## src/flrp_pkg.sv

```systemverilog
// Purpose: Constants for the fuse and lock readback / protection block
// Assumes: 100 MHz sys_clk, 8-bit control register image
// Notes:   Nonvolatile bytes are held as bit patterns, 0 = programmed
package flrp_pkg;
    localparam int unsigned CLK_HZ           = 100_000_000;
    localparam logic [15:0] PTR_FUSE_LOW     = 16'h0000;
    localparam logic [15:0] PTR_LOCK         = 16'h0001;
    localparam logic [15:0] PTR_FUSE_HIGH    = 16'h0003;
    localparam int unsigned BIT_STORE_EN     = 0;
    localparam int unsigned BIT_PAGE_ERASE   = 1;
    localparam int unsigned BIT_PAGE_WRITE   = 2;
    localparam int unsigned BIT_READ_SELECT  = 3;
    localparam logic [2:0]  LOAD_WINDOW      = 3'h3;
    localparam logic [2:0]  STORE_WINDOW     = 3'h4;
    localparam logic [7:0]  LOCK_RESET       = 8'hff;
    localparam logic [7:0]  FUSE_LOW_RESET   = 8'h62;
    localparam logic [7:0]  FUSE_HIGH_RESET  = 8'hdf;
    localparam int unsigned DEBUG_FUSE_BIT   = 6;
    localparam int unsigned WRITE_MIN_US     = 3700;
    localparam int unsigned WRITE_MAX_US     = 4500;
    // Least time in whole cycles; cycles per microsecond truncated, no rounding up
    localparam int unsigned WRITE_CYCLES     = (WRITE_MIN_US * (CLK_HZ / 1_000_000) + 0);
    localparam int unsigned WRITE_MAX_CYCLES = WRITE_MAX_US * (CLK_HZ / 1_000_000);
    typedef enum logic [2:0] {
        FLRP_IDLE  = 3'b001,
        FLRP_ARMED = 3'b010,
        FLRP_BUSY  = 3'b100
    } flrp_state_type;
endpackage

```

## src/flrp_fuse_lock.sv

```systemverilog
// Purpose: Fuse and lock byte readback for the core, lock protection decode,
//          and timing of nonvolatile writes issued by the store instruction
// Assumes: Core presents one-cycle strobes for control writes, loads, stores
// Notes:   Lock and fuse storage has no reset; the timed write does
// Overview of operation
// - Pointer 0x0001 armed load returns lock byte
// - Auto-clear arm bits after read or timeout
// - Unarmed load returns flash data unchanged
// - Pointer 0x0000 armed load returns fuse low
// - Pointer 0x0003 armed load returns fuse high
// - Programmed reads zero, unprogrammed reads one
// - Nonvolatile writes timed 3.7 to 4.5 ms
// - Reset aborts a write in progress
// - Two lock bits at 1:0, rest ones
// - Lock bits erase only by chip erase
// - Debug fuse programmed keeps debug readout allowed
// - Mode 1 applies no restrictions
// - Mode 2 blocks programming and fuses; debug readout follows the debug fuse only
// - Mode 3 additionally blocks verification reads
// - Read-select at control bit 3
// - Store-enable at bit 0, short window
// - Data-memory write blocks fuse/lock readback
`timescale 1ns/1ps
`default_nettype none
module flrp_fuse_lock #(
    parameter int unsigned WRITE_CYCLES_P = flrp_pkg::WRITE_CYCLES
) (
    input  wire logic        sys_clk,          // Core clock, 100 MHz
    input  wire logic        reset_n,          // Async reset, active low
    input  wire logic        ctrl_wr,          // Control register write strobe
    input  wire logic [7:0]  ctrl_wdata,       // Control register write data
    output logic      [7:0]  program_memory_control_reg, // Control register image
    input  wire logic        load_program_memory_instr,  // Load instruction strobe
    input  wire logic        store_program_memory_instr, // Store instruction strobe
    input  wire logic [15:0] addr_ptr,         // Address pointer
    input  wire logic [7:0]  flash_rdata,      // Flash byte at pointer
    output logic      [7:0]  load_result,      // Load destination data
    output logic             load_result_vld,  // Load result valid pulse
    input  wire logic        eeprom_busy,      // Data-memory write in progress
    input  wire logic        lock_wr_lower,    // Program lower lock bit
    input  wire logic        lock_wr_upper,    // Program upper lock bit
    input  wire logic        chip_erase,       // Whole-chip erase pulse
    input  wire logic        fuse_wr,          // External fuse write strobe
    input  wire logic        fuse_sel_high,    // Fuse write selects high byte
    input  wire logic [7:0]  fuse_wdata,       // Fuse write value
    output logic             nv_busy,          // Nonvolatile write in progress
    output logic             ext_prog_allow,   // External programming allowed
    output logic             ext_verify_allow, // External verify reads allowed
    output logic             fuse_write_allow, // Fuse changes allowed
    output logic             debug_read_allow  // Debug link readout allowed
);
    import flrp_pkg::*;

    flrp_state_type state_q;
    logic [2:0]  win_q;
    logic        rsel_q;
    logic        sen_q;
    logic [1:0]  op_q;
    logic [31:0] tmr_q;
    logic [7:0]  lock_q;
    logic [7:0]  fuse_lo_q;
    logic [7:0]  fuse_hi_q;
    logic        ctrl_ok;
    logic        armed_rd;
    logic        lb_lo;
    logic        lb_hi;

    function automatic logic [7:0] nv_read(input logic [15:0] p, input logic [7:0] lk,
                                           input logic [7:0] flo, input logic [7:0] fhi);
        case (p)
            PTR_LOCK:      nv_read = lk;
            PTR_FUSE_LOW:  nv_read = flo;
            PTR_FUSE_HIGH: nv_read = fhi;
            default:       nv_read = 8'hff;
        endcase
    endfunction

    // Only documented combinations arm anything; blocked during data writes
    assign ctrl_ok  = ctrl_wr && !eeprom_busy && state_q != FLRP_BUSY &&
                      ctrl_wdata[7:4] == 4'h0 && ctrl_wdata[BIT_STORE_EN] &&
                      (ctrl_wdata[3:1] == 3'b100 || ctrl_wdata[3:1] == 3'b010 ||
                       ctrl_wdata[3:1] == 3'b001 || ctrl_wdata[3:1] == 3'b000);
    assign armed_rd = state_q == FLRP_ARMED && rsel_q && sen_q && !eeprom_busy &&
                      win_q < LOAD_WINDOW;
    assign lb_lo    = lock_q[0];
    assign lb_hi    = lock_q[1];

    // Arm window and write sequencing
    always_ff @(posedge sys_clk or negedge reset_n) begin
        if (!reset_n) begin
            state_q <= FLRP_IDLE;
            win_q   <= 3'h0;
            rsel_q  <= 1'b0;
            sen_q   <= 1'b0;
            op_q    <= 2'b00;
            tmr_q   <= 32'h0;
        end else begin
            case (state_q)
                FLRP_IDLE: begin
                    if (ctrl_ok) begin
                        state_q <= FLRP_ARMED;
                        win_q   <= 3'h0;
                        rsel_q  <= ctrl_wdata[BIT_READ_SELECT];
                        sen_q   <= 1'b1;
                        op_q    <= ctrl_wdata[2:1];
                    end
                end
                FLRP_ARMED: begin
                    win_q <= win_q + 3'h1;
                    if (rsel_q && load_program_memory_instr && armed_rd) begin
                        state_q <= FLRP_IDLE;
                        rsel_q  <= 1'b0;
                        sen_q   <= 1'b0;
                    end else if (store_program_memory_instr && win_q < STORE_WINDOW) begin
                        rsel_q <= 1'b0;
                        if (op_q != 2'b00 || lock_wr_lower || lock_wr_upper) begin
                            state_q <= FLRP_BUSY;
                            tmr_q   <= 32'h0;
                        end else begin
                            state_q <= FLRP_IDLE;
                            sen_q   <= 1'b0;
                        end
                    end else if ((rsel_q && win_q + 3'h1 >= LOAD_WINDOW) ||
                                 win_q + 3'h1 >= STORE_WINDOW) begin
                        state_q <= FLRP_IDLE;
                        rsel_q  <= 1'b0;
                        sen_q   <= 1'b0;
                        op_q    <= 2'b00;
                    end
                end
                FLRP_BUSY: begin
                    tmr_q <= tmr_q + 32'h1;
                    if (tmr_q + 32'h1 >= 32'(WRITE_CYCLES_P)) begin
                        state_q <= FLRP_IDLE;
                        sen_q   <= 1'b0;
                        op_q    <= 2'b00;
                    end
                end
                default: state_q <= FLRP_IDLE;
            endcase
        end
    end

    // Nonvolatile contents survive core reset, so no async reset here
    always_ff @(posedge sys_clk) begin
        if (chip_erase) begin
            lock_q <= LOCK_RESET;
        end else begin
            lock_q[0] <= lock_q[0] & ~lock_wr_lower;
            lock_q[1] <= lock_q[1] & ~lock_wr_upper;
            lock_q[7:2] <= 6'h3f;
        end
        if (fuse_wr && lb_lo) begin
            if (fuse_sel_high) begin
                fuse_hi_q <= fuse_wdata;
            end else begin
                fuse_lo_q <= fuse_wdata;
            end
        end
    end

    // Readback path; stored bytes already use 0 = programmed
    always_ff @(posedge sys_clk or negedge reset_n) begin
        if (!reset_n) begin
            load_result     <= 8'hff;
            load_result_vld <= 1'b0;
        end else begin
            load_result_vld <= load_program_memory_instr;
            if (load_program_memory_instr) begin
                if (rsel_q && armed_rd) begin
                    load_result <= nv_read(addr_ptr, lock_q, fuse_lo_q, fuse_hi_q);
                end else begin
                    load_result <= flash_rdata;
                end
            end
        end
    end

    // Protection mode decode
    always_ff @(posedge sys_clk or negedge reset_n) begin
        if (!reset_n) begin
            ext_prog_allow   <= 1'b0;
            ext_verify_allow <= 1'b0;
            fuse_write_allow <= 1'b0;
            debug_read_allow <= 1'b0;
            nv_busy          <= 1'b0;
            program_memory_control_reg <= 8'h00;
        end else begin
            ext_prog_allow   <= lb_lo;
            ext_verify_allow <= lb_lo | lb_hi;
            fuse_write_allow <= lb_lo;
            // Debug fuse programmed overrides lock for readout
            debug_read_allow <= ~fuse_hi_q[DEBUG_FUSE_BIT];
            nv_busy          <= state_q == FLRP_BUSY;
            program_memory_control_reg <= {4'h0, rsel_q, op_q, sen_q};
        end
    end
endmodule
`default_nettype wire

```

## config.mk

```make
export PLATFORM = sky130hd
export DESIGN_NAME = flrp_fuse_lock
export DESIGN_NICKNAME = d
export VERILOG_FILES = /design/src/flrp_pkg.sv /design/src/flrp_fuse_lock.sv
export SDC_FILE = /design/constraint.sdc
export NUM_CORES = 1
export LEC_CHECK = 0
export BUFFER_PORTS_ARGS = -buffer_cell sky130_fd_sc_hd__buf_2
export CAP_MARGIN = 15
export CORE_MARGIN = 2
export CORE_UTILIZATION = 35
export DETAILED_ROUTE_END_ITERATION = 16
export SETUP_SLACK_MARGIN = 0.1
export SLEW_MARGIN = 20
export SYNTH_ARGS = -nofsm -noshare
export SYNTH_HDL_FRONTEND = slang
export SYNTH_SLANG_ARGS = --single-unit
```

## constraint.sdc

```tcl
create_clock -name sys_clk -period 2.9 [get_ports sys_clk]
set_input_delay 0.58 -clock sys_clk [delete_from_list [all_inputs] [get_ports sys_clk]]
set_output_delay 0.58 -clock sys_clk [all_outputs]
set_load 0.01 [all_outputs]
```

==> impl_metrics.ini, run 1 <==
[global_routing]
grt_pass1_wl_um = 19420
grt_usage_pct = 17.00
grt_pass1_vias = 3847
grt.overflow.total = 0
antenna_found_initial = 0
grt_max_degree = 60

[synth]
yosysMostFrequentCell = o21ai_0
synth.distinct_cells = 79
syn-cell-area_um2 = 4539
async_flop_share_pct = 76.62
synth_top_area_cell = dfrtp_1
synth_edf_count = 16
synth-main-ff-cell = dfrtp_1
synth_top_area_share_pct = 27.56
synth.area.top_cells = dfrtp_1 (28%), edfxtp_1 (11%), o21ai_0 (6.1%)
ys_seq_elements = 77
yosysWarnings = 0
avgSynthCellArea_um2 = 9.245
synthTopCellsByCount = o21ai_0 (55), dfrtp_1 (50), nand2_1 (47)
synthCells = 491
synth-seq-area-share_pct = 44.24

[sta]
min_period_ps = 2606
fmax_mhz = 383.7
slew_violations = 0
rsz0062_at_grt = no
hold_viol_final = 0
finalSetupTns_ps = 0
min_period_over_period_pct = 89.86
slew_headroom_pct = 37.01
tightestPinTransition_ps = 942.5
setup_viol = 0
finalClockSkew_ps = 8.027

[die]
num_rows = 41
initial_core_util_pct = 35.97
dieHeight_um = 117.9
dieArea_um2 = 13900
die_x_um = 117.9
ios = 73
core_area_um2 = 12620

[detailed_routing]
dr.pass1.iters = 5
viasPerCell = 5.618
dr_wl_met2_um = 5620
top_layer = met4
drtAntennaViolNets = 0
route.vias.total = 4079
drt-initial-drc-count = 324
wl_met1_um = 5407
drc = 0
wirelength_um = 11770
wl_per_cell_um = 16.21
dr_wl_met3_um = 530

[critical_path]
start_kind = flop
crit_type = flop to flop
endpoint_kind = flop
cp.required_ps = 3180
critPathArrivalTime_ps = 2880
crit_fanout = 9

[final_layout]
fin_nets = 603
largest_register_ffs = 32
syn_to_final_growth_pct = 17.72
drive_above_1_share_pct = 24.91
top_register = tmr_q
diodes = 0
finalNonFillerCells = 726

[clock_tree]
clk_latency_ps = 340
cts_buffer_depth = 2
postCtsSetupBuffers = 0
clkSlewWorstSetupHoldPaths_ps = 60
numCtsBuffers = 9
root_buffer = clkbuf_16
clock_sinks = 77
cts_tree = built
postCtsHoldBufs = 0
cts_max_level = 3

[worst_hold_path]
hp-class = input pin to asynchronous set/reset pin

[run]
drv_cap = 0

[place]
port_buffers = 68
place_congestion = 0.8886
numPlacedInstances = 710
dp_hpwl_um = 8155

[run_status]
status = completed

[power]
p_per_area_nw_per_um2 = 527.5
power.leakage_nw = 2.197
irDropWorstVdd_uv = 391.2
[cells by family (layout without fill, tap and decap cells)]
logic type | count (synthesis) | in the layout | share of synthesized area [%]
AOI/OAI and AO/OA | 146 | 146 | 20.92
xor gates and xnor gates | 7 | 7 | 1.351
adders and majority gates | 4 | 4 | 1.048
buffers and inverters | 49 | 109 | 5.733
DFF | 77 | 77 | 44.24
muxes | 13 | 13 | 3.142
other | 1 | 4 | 0.08261
and+or+nand+nor | 194 | 194 | 23.48
[per-stage QoR]
| stage | util, % | hold slack, ps | total power [mW] | area (um2) | worst slack (ps) |
|---|---|---|---|---|---|
| after global placement | 39.72 | 401.8 | 1.589 | 5012 | 250.2 |
| after CTS | 42.28 | 243.9 | 2.857 | 5335 | 170.2 |
| after floorplan | - | 284.4 | 1.468 | 4551 | 562.6 |
| final | 42.35 | 229.8 | 2.819 | 5344 | 294.0 |
| after global routing | 42.35 | 260.1 | 2.933 | 5344 | 103.7 |
| after detailed placement | 39.72 | 412.8 | 1.599 | 5012 | 177.5 |
[power breakdown]
part	switching, mW	internal (mW)	leakage (nW)
Combinational	0.207	0.150	1.29
Sequential	0.0453	1.18	0.751
Clock	0.478	0.762	0.154
Total	0.730	2.09	2.20
[cell type report]
type / count / area, um2
Fill cell: 1255 / 7276
Clock buffer: 10 / 229.0
Inverter: 9 / 33.78
Clock inverter: 6 / 93.84
Multi-Input combinational cell: 368 / 2290
Tap cell: 172 / 215.2
Timing Repair Buffer: 84 / 473.0
Sequential cell: 77 / 2009
[placed cells by master (no fill, tap or decap), types with 5 or more instances in the layout]
cell / synthesis / routed
and4_1: 7 / 6
o211ai_1: 5 / 5
xor2_1: 5 / 5
mux2_2: 10 / 10
nor4_1: 9 / 9
a31oi_1: 9 / 9
clkbuf_16: 0 / 9
nor3_1: 6 / 6
a21oi_1: 23 / 23
o22ai_1: 8 / 8
dfstp_2: 9 / 9
edfxtp_1: 16 / 16
buf_2: 8 / 68
and3_1: 11 / 11
nor2_1: 40 / 40
o21ai_0: 55 / 55
o31ai_1: 6 / 6
or3_1: 6 / 6
inv_1: 9 / 9
dfrtp_1: 50 / 49
nand4_1: 16 / 16
nand2_1: 47 / 47
nor2b_1: 6 / 6
buf_4: 5 / 15
and2_1: 5 / 5
nand3_1: 16 / 16
[timing repair]
action                     4_1_cts  5_1_grt
hold endpoints to repair         0        0
setup endpoints to repair        0        3
gates resized for setup          0        3
[layer usage]
metal,vias up,track usage [%]
met2,125,27.14
met1,1978,22.92
met4,0,5.271
li1,1956,-
met5,-,0
met3,20,3.876
[critical path, stage by stage (launching register included)]
cell       delay [ps]
dfrtp_1           470
and4_2            390
nand4_1           210
nor4_1            390
xor2_1            180
a2111oi_4         420
o2111ai_2         220
a41o_1            260
[worst paths after layout]
kind                                         end    startpoint  depth (start not counted)  slack, ps
worst max-delay path                  state_q[0]      tmr_q[8]                          7        290
worst min-delay path                     nv_busy       reset_n                          2        230
worst max register to register        state_q[0]      tmr_q[8]                          7        290
worst min register to register  debug_read_allow  fuse_hi_q[6]                          1        420
max in group asynchronous             state_q[0]       reset_n                          2       2350
min in group sys_clk            debug_read_allow  fuse_hi_q[6]                          1        420
Power figures use the tool's default switching activity.
==> run 2: changes to the inputs <==
--- a/config.mk
+++ b/config.mk
@@ -12,3 +12,3 @@
 export DETAILED_ROUTE_END_ITERATION = 16
-export SETUP_SLACK_MARGIN = 0.1
+export SETUP_SLACK_MARGIN = 0.05
 export SLEW_MARGIN = 20
==> constraint.sdc (replaced) <==
create_clock -name sys_clk -period 2.9 [get_ports sys_clk]
set_input_delay 0.145 -clock sys_clk [delete_from_list [all_inputs] [get_ports sys_clk]]
set_output_delay 0.145 -clock sys_clk [all_outputs]
set_load 0.01 [all_outputs]
==> impl_metrics.ini, run 2 (synthesized netlist as in run 1, its figures left out) <==
[sta]
tightestPinTransition_ps = 698.7
hold_viol_final = 0
setup_viol = 0
finalSetupTns_ps = 0
min_period_ps = 2651
slew_headroom_pct = 53.25
rsz0062_at_grt = no
fmax_mhz = 377.2
slew_violations = 0
finalClockSkew_ps = 6.368
min_period_over_period_pct = 91.43

[final_layout]
diodes = 0
top_register = tmr_q
layout_commonest_cell = buf_2
layout_common_cells = buf_2 (67), o21ai_0 (55), dfrtp_1 (50)
syn_to_final_growth_pct = 19.74
drive_above_1_share_pct = 24.56
n_fill_cell = 1274
largest_register_ffs = 32
fin_nets = 615

[clock_tree]
clkSlewWorstSetupHoldPaths_ps = 70
numCtsBuffers = 9
root_buffer = clkbuf_16
clk_latency_ps = 350
cts_buffer_depth = 2
cts_tree = built
cts_max_level = 3
clock_sinks = 77
postCtsSetupBuffers = 0

[critical_path]
critPathBufInv = 2
crit_chain = ha_1 -> buf_4 -> and3_1 -> or3_1 -> a32o_1 -> a311oi_1 -> buf_4 -> o2111ai_2 -> a41o_1
crit_fanout = 12
start_kind = flop
rrSetupSlack_ps = 250
crit-reg2reg-launch = tmr_q[0]
endpoint_kind = flop
cp_top_family = compound AO/OA/AOI/OAI gates
reg2reg_depth = 9
cp_slowest_stage_delay_ps = 460
rr_endpoint = state_q[0]
cp.required_ps = 3170
crit_type = flop to flop
cp_num_cells = 9
cpMostUsedCell = buf_4
critPathArrivalTime_ps = 2930
slowest_stage = dfrtp_1

[detailed_routing]
drtAntennaViolNets = 0
route.vias.total = 4106
dr.pass1.iters = 7
wl_per_cell_um = 16.02
drc = 0
drt-initial-drc-count = 340
viasPerCell = 5.564
wirelength_um = 11820

[die]
core_area_um2 = 12620
num_rows = 41
initial_core_util_pct = 35.97
ios = 73
dieArea_um2 = 13900
die_x_um = 117.9
dieHeight_um = 117.9

[run_status]
status = completed

[global_routing]
grt.overflow.total = 0
antenna_found_initial = 0
grt_max_degree = 46
grt_pass1_wl_um = 19730
grt_usage_pct = 17.55
grt_pass1_vias = 3954

[worst_hold_path]
min_path_cells = 3
worstHoldStart = lock_wr_upper
hp-class = input pin to flop
whs_endpoint = lock_q[1]

[place]
place_congestion = 0.9001
port_buffers = 68
dp_hpwl_um = 8292

[power]
power.leakage_nw = 2.240
p_per_area_nw_per_um2 = 513.2
finalPower_mw = 2.789
irDropWorstVdd_uv = 284.4

[run]
drv_cap = 0
[run 2: changes by cell type in the layout (fill, tap and decap cells not counted), sizes merged]
cell / previous run / this run
inv: 11 / 14
dlygate4sd3: 0 / 10
clkinv: 1 / 0
clkbuf: 10 / 9
bufinv: 2 / 1
buf: 84 / 86
[run 2: cell type report]
cell class | count | area [um2] | area share (%)
Timing Repair Buffer | 96 | 578.1 | 10.64
Tap cell | 172 | 215.2 | 3.959
Multi-Input combinational cell | 368 | 2288 | 42.10
Inverter | 9 | 33.78 | 0.6215
Clock buffer | 9 | 225.2 | 4.144
Sequential cell | 77 | 2008 | 36.95
Clock inverter | 7 | 86.33 | 1.588
[run 2: report_power, final]
part / switching [mW] / internal, mW / total [mW]
Sequential: 0.0460 / 1.18 / 1.22
Combinational: 0.210 / 0.158 / 0.368
Clock: 0.512 / 0.688 / 1.20
[run 2: timing repair]
action | 4_1_cts | 5_1_grt
gates resized for setup | 0 | 1
endpoints found under the setup margin | 0 | 2
endpoints found under the hold margin | 18 | 40
hold buffers | 9 | 1
[run 2: stage by stage]
step | area [um2] | util [%] | hold slack, ps | setup slack [ps] | cells
2_1_floorplan | 4551 | - | -150.6 | 562.6 | 494
3_3_place_gp | 5015 | 39.74 | 335.6 | 293.7 | 712
3_5_place_dp | 5015 | 39.74 | 339.3 | 242.7 | 712
4_1_cts | 5416 | 42.92 | 10.67 | 226.3 | 737
5_1_grt | 5435 | 43.07 | 61.76 | 78.39 | 738
6_report | 5435 | 43.07 | 65.54 | 248.7 | 738
[run 2: how the worst max path moves through the flow]
stage	start	end	slack (ps)
after floorplan	tmr_q[0]	state_q[0]	560
after global placement	tmr_q[0]	state_q[0]	290
after detailed placement	tmr_q[19]	state_q[0]	240
after CTS	tmr_q[7]	state_q[0]	230
after global routing	tmr_q[7]	state_q[0]	80
final	tmr_q[0]	state_q[0]	250
[run 2: tightest hold or removal path: stages]
cell    delay, ps
buf_2         110
inv_1          40
a21o_1         90
[run 2: per-layer routing]
metal	GRT usage [%]	up-vias	wire length [um]
li1	-	1966	-
met1	23.44	1988	5331
met2	28.05	141	5660
met3	3.440	11	658
met4	6.852	0	170
met5	0	-	0
==> run 3: changes to the inputs <==
Settings changed: BUFFER_PORTS_ARGS -buffer_cell sky130_fd_sc_hd__buf_2 to -buffer_cell sky130_fd_sc_hd__clkbuf_2.
==> impl_metrics.ini, run 3 (synthesized netlist as in run 1, its figures left out) <==
[run_status]
status = completed

[sta]
min_period_ps = 2692
setup_viol = 0
finalWorstSetupSlack_ps = 208.1
hold_viol_final = 0
min_period_over_period_pct = 92.82
timing.hold.ws_ps = 56.45
finalSetupTns_ps = 0
fmax_mhz = 371.5
rsz0062_at_grt = no
slew_headroom_pct = 48.27
slew_violations = 0
finalClockSkew_ps = 3.920
tightestPinTransition_ps = 775.9

[place]
placed_area_um2 = 5000
dp_slack_ps = 180.0
place_congestion = 0.8868
dp_hpwl_um = 8194
port_buffers = 68

[critical_path]
crit_chain = ha_1 -> buf_4 -> and3_1 -> or3_1 -> a32o_1 -> a311oi_1 -> buf_4 -> o2111ai_2 -> a41o_1
critPathBufInv = 2
crit_type = flop to flop
endpoint_kind = flop
slowest_stage = dfrtp_1
rrSetupSlack_ps = 210
cp_slowest_stage_delay_ps = 460
crit_fanout = 12
cp_top_family = compound AO/OA/AOI/OAI gates
start_kind = flop
cp.required_ps = 3180
critPathArrivalTime_ps = 2970
cpMostUsedCell = buf_4

[clock_tree]
clock_sinks = 77
clkSlewWorstSetupHoldPaths_ps = 60
clk_latency_ps = 350
cts_buffer_depth = 2
cts_tree = built
cts_max_level = 3
root_buffer = clkbuf_16
numCtsBuffers = 9

[run]
drv_cap = 0

[final_layout]
fin_nets = 613
largest_register_ffs = 32
n_fill_cell = 1260
layout_commonest_cell = clkbuf_2
drive_above_1_share_pct = 24.29
fin_area_um2 = 5414
top_register = tmr_q
syn_to_final_growth_pct = 19.27
regArea_um2 = 2008
layout_common_cells = clkbuf_2 (68), o21ai_0 (55), dfrtp_1 (50)
multiInputGateArea_um2 = 2296
diodes = 0

[detailed_routing]
wl_met1_um = 5145
wirelength_um = 11760
drt-initial-drc-count = 329
dr_wl_met2_um = 5823
wl_per_cell_um = 15.98
route.vias.total = 4104
viasPerCell = 5.576
drtAntennaViolNets = 0
dr_wl_met3_um = 596
drc = 0
dr.pass1.iters = 4
top_layer = met4

[die]
dieArea_um2 = 13900
dieHeight_um = 117.9
num_rows = 41
ios = 73
core_area_um2 = 12620
initial_core_util_pct = 35.97
die_x_um = 117.9

[global_routing]
grt_max_degree = 60
antenna_found_initial = 0
grt_pass1_vias = 4063
grt.overflow.total = 0
grt_pass1_wl_um = 19980
grt_usage_pct = 17.60

[power]
irDropWorstVdd_uv = 379.2
power.leakage_nw = 2.238
finalPower_mw = 2.736
p_per_area_nw_per_um2 = 505.3

[worst_hold_path]
hp-class = input pin to flop
==> run 3: cell count changes in the layout (fill, tap and decap cells not counted), moves of 2 or more <==
cell	change
inv_8	-2
clkbuf_2	+68
buf_2	-67
buf_4	-3
==> run 3: area by class of cell <==
| class | instances | share of cell area, % |
|---|---|---|
| Clock buffer | 10 | 4.229 |
| Clock inverter | 6 | 1.317 |
| Inverter | 9 | 0.6240 |
| Multi-Input combinational cell | 368 | 42.41 |
| Sequential cell | 77 | 37.09 |
| Tap cell | 172 | 3.975 |
| Timing Repair Buffer | 94 | 10.35 |
==> run 3: what timing repair did <==
item | CTS | global route
endpoints found under the hold margin | 38 | 0
endpoints found under the setup margin | 0 | 2
hold buffers | 10 | 0
buffers inserted | 0 | 0
gates resized for setup | 0 | 3
==> run 3: layer usage <==
layer	vias to the layer above	track usage, %
li1	1969	-
met1	1995	22.42
met2	122	29.40
met3	18	3.634
met4	0	6.627
met5	-	0
==> run 3: final timing paths <==
path,cells past startpoint,endpoint,from
worst max-delay path,9,state_q[0],tmr_q[0]
worst min-delay path,3,lock_q[0],lock_wr_lower
worst max register to register,9,state_q[0],tmr_q[0]
worst min register to register,1,debug_read_allow,fuse_hi_q[6]
max in group asynchronous,3,tmr_q[1],reset_n
min in group asynchronous,3,nv_busy,reset_n
==> run 3: metrics by stage <==
stage	util [%]	std cells
after floorplan	-	494
after detailed placement	39.62	710
after global placement	39.62	710
final	42.90	736
after CTS	42.79	736
after global routing	42.90	736
==> run 3: power by group <==
group	leakage, nW	switching [mW]	internal (mW)
registers	0.751	0.0462	1.18
clock network	0.140	0.471	0.674
logic	1.35	0.210	0.158
total	2.24	0.727	2.01
==> run 3: tightest hold or removal path: cells and delay by family <==
kind                   cells  cell delay [ps]
buffers and inverters      2              140
AOI/OAI and AO/OA          1               90
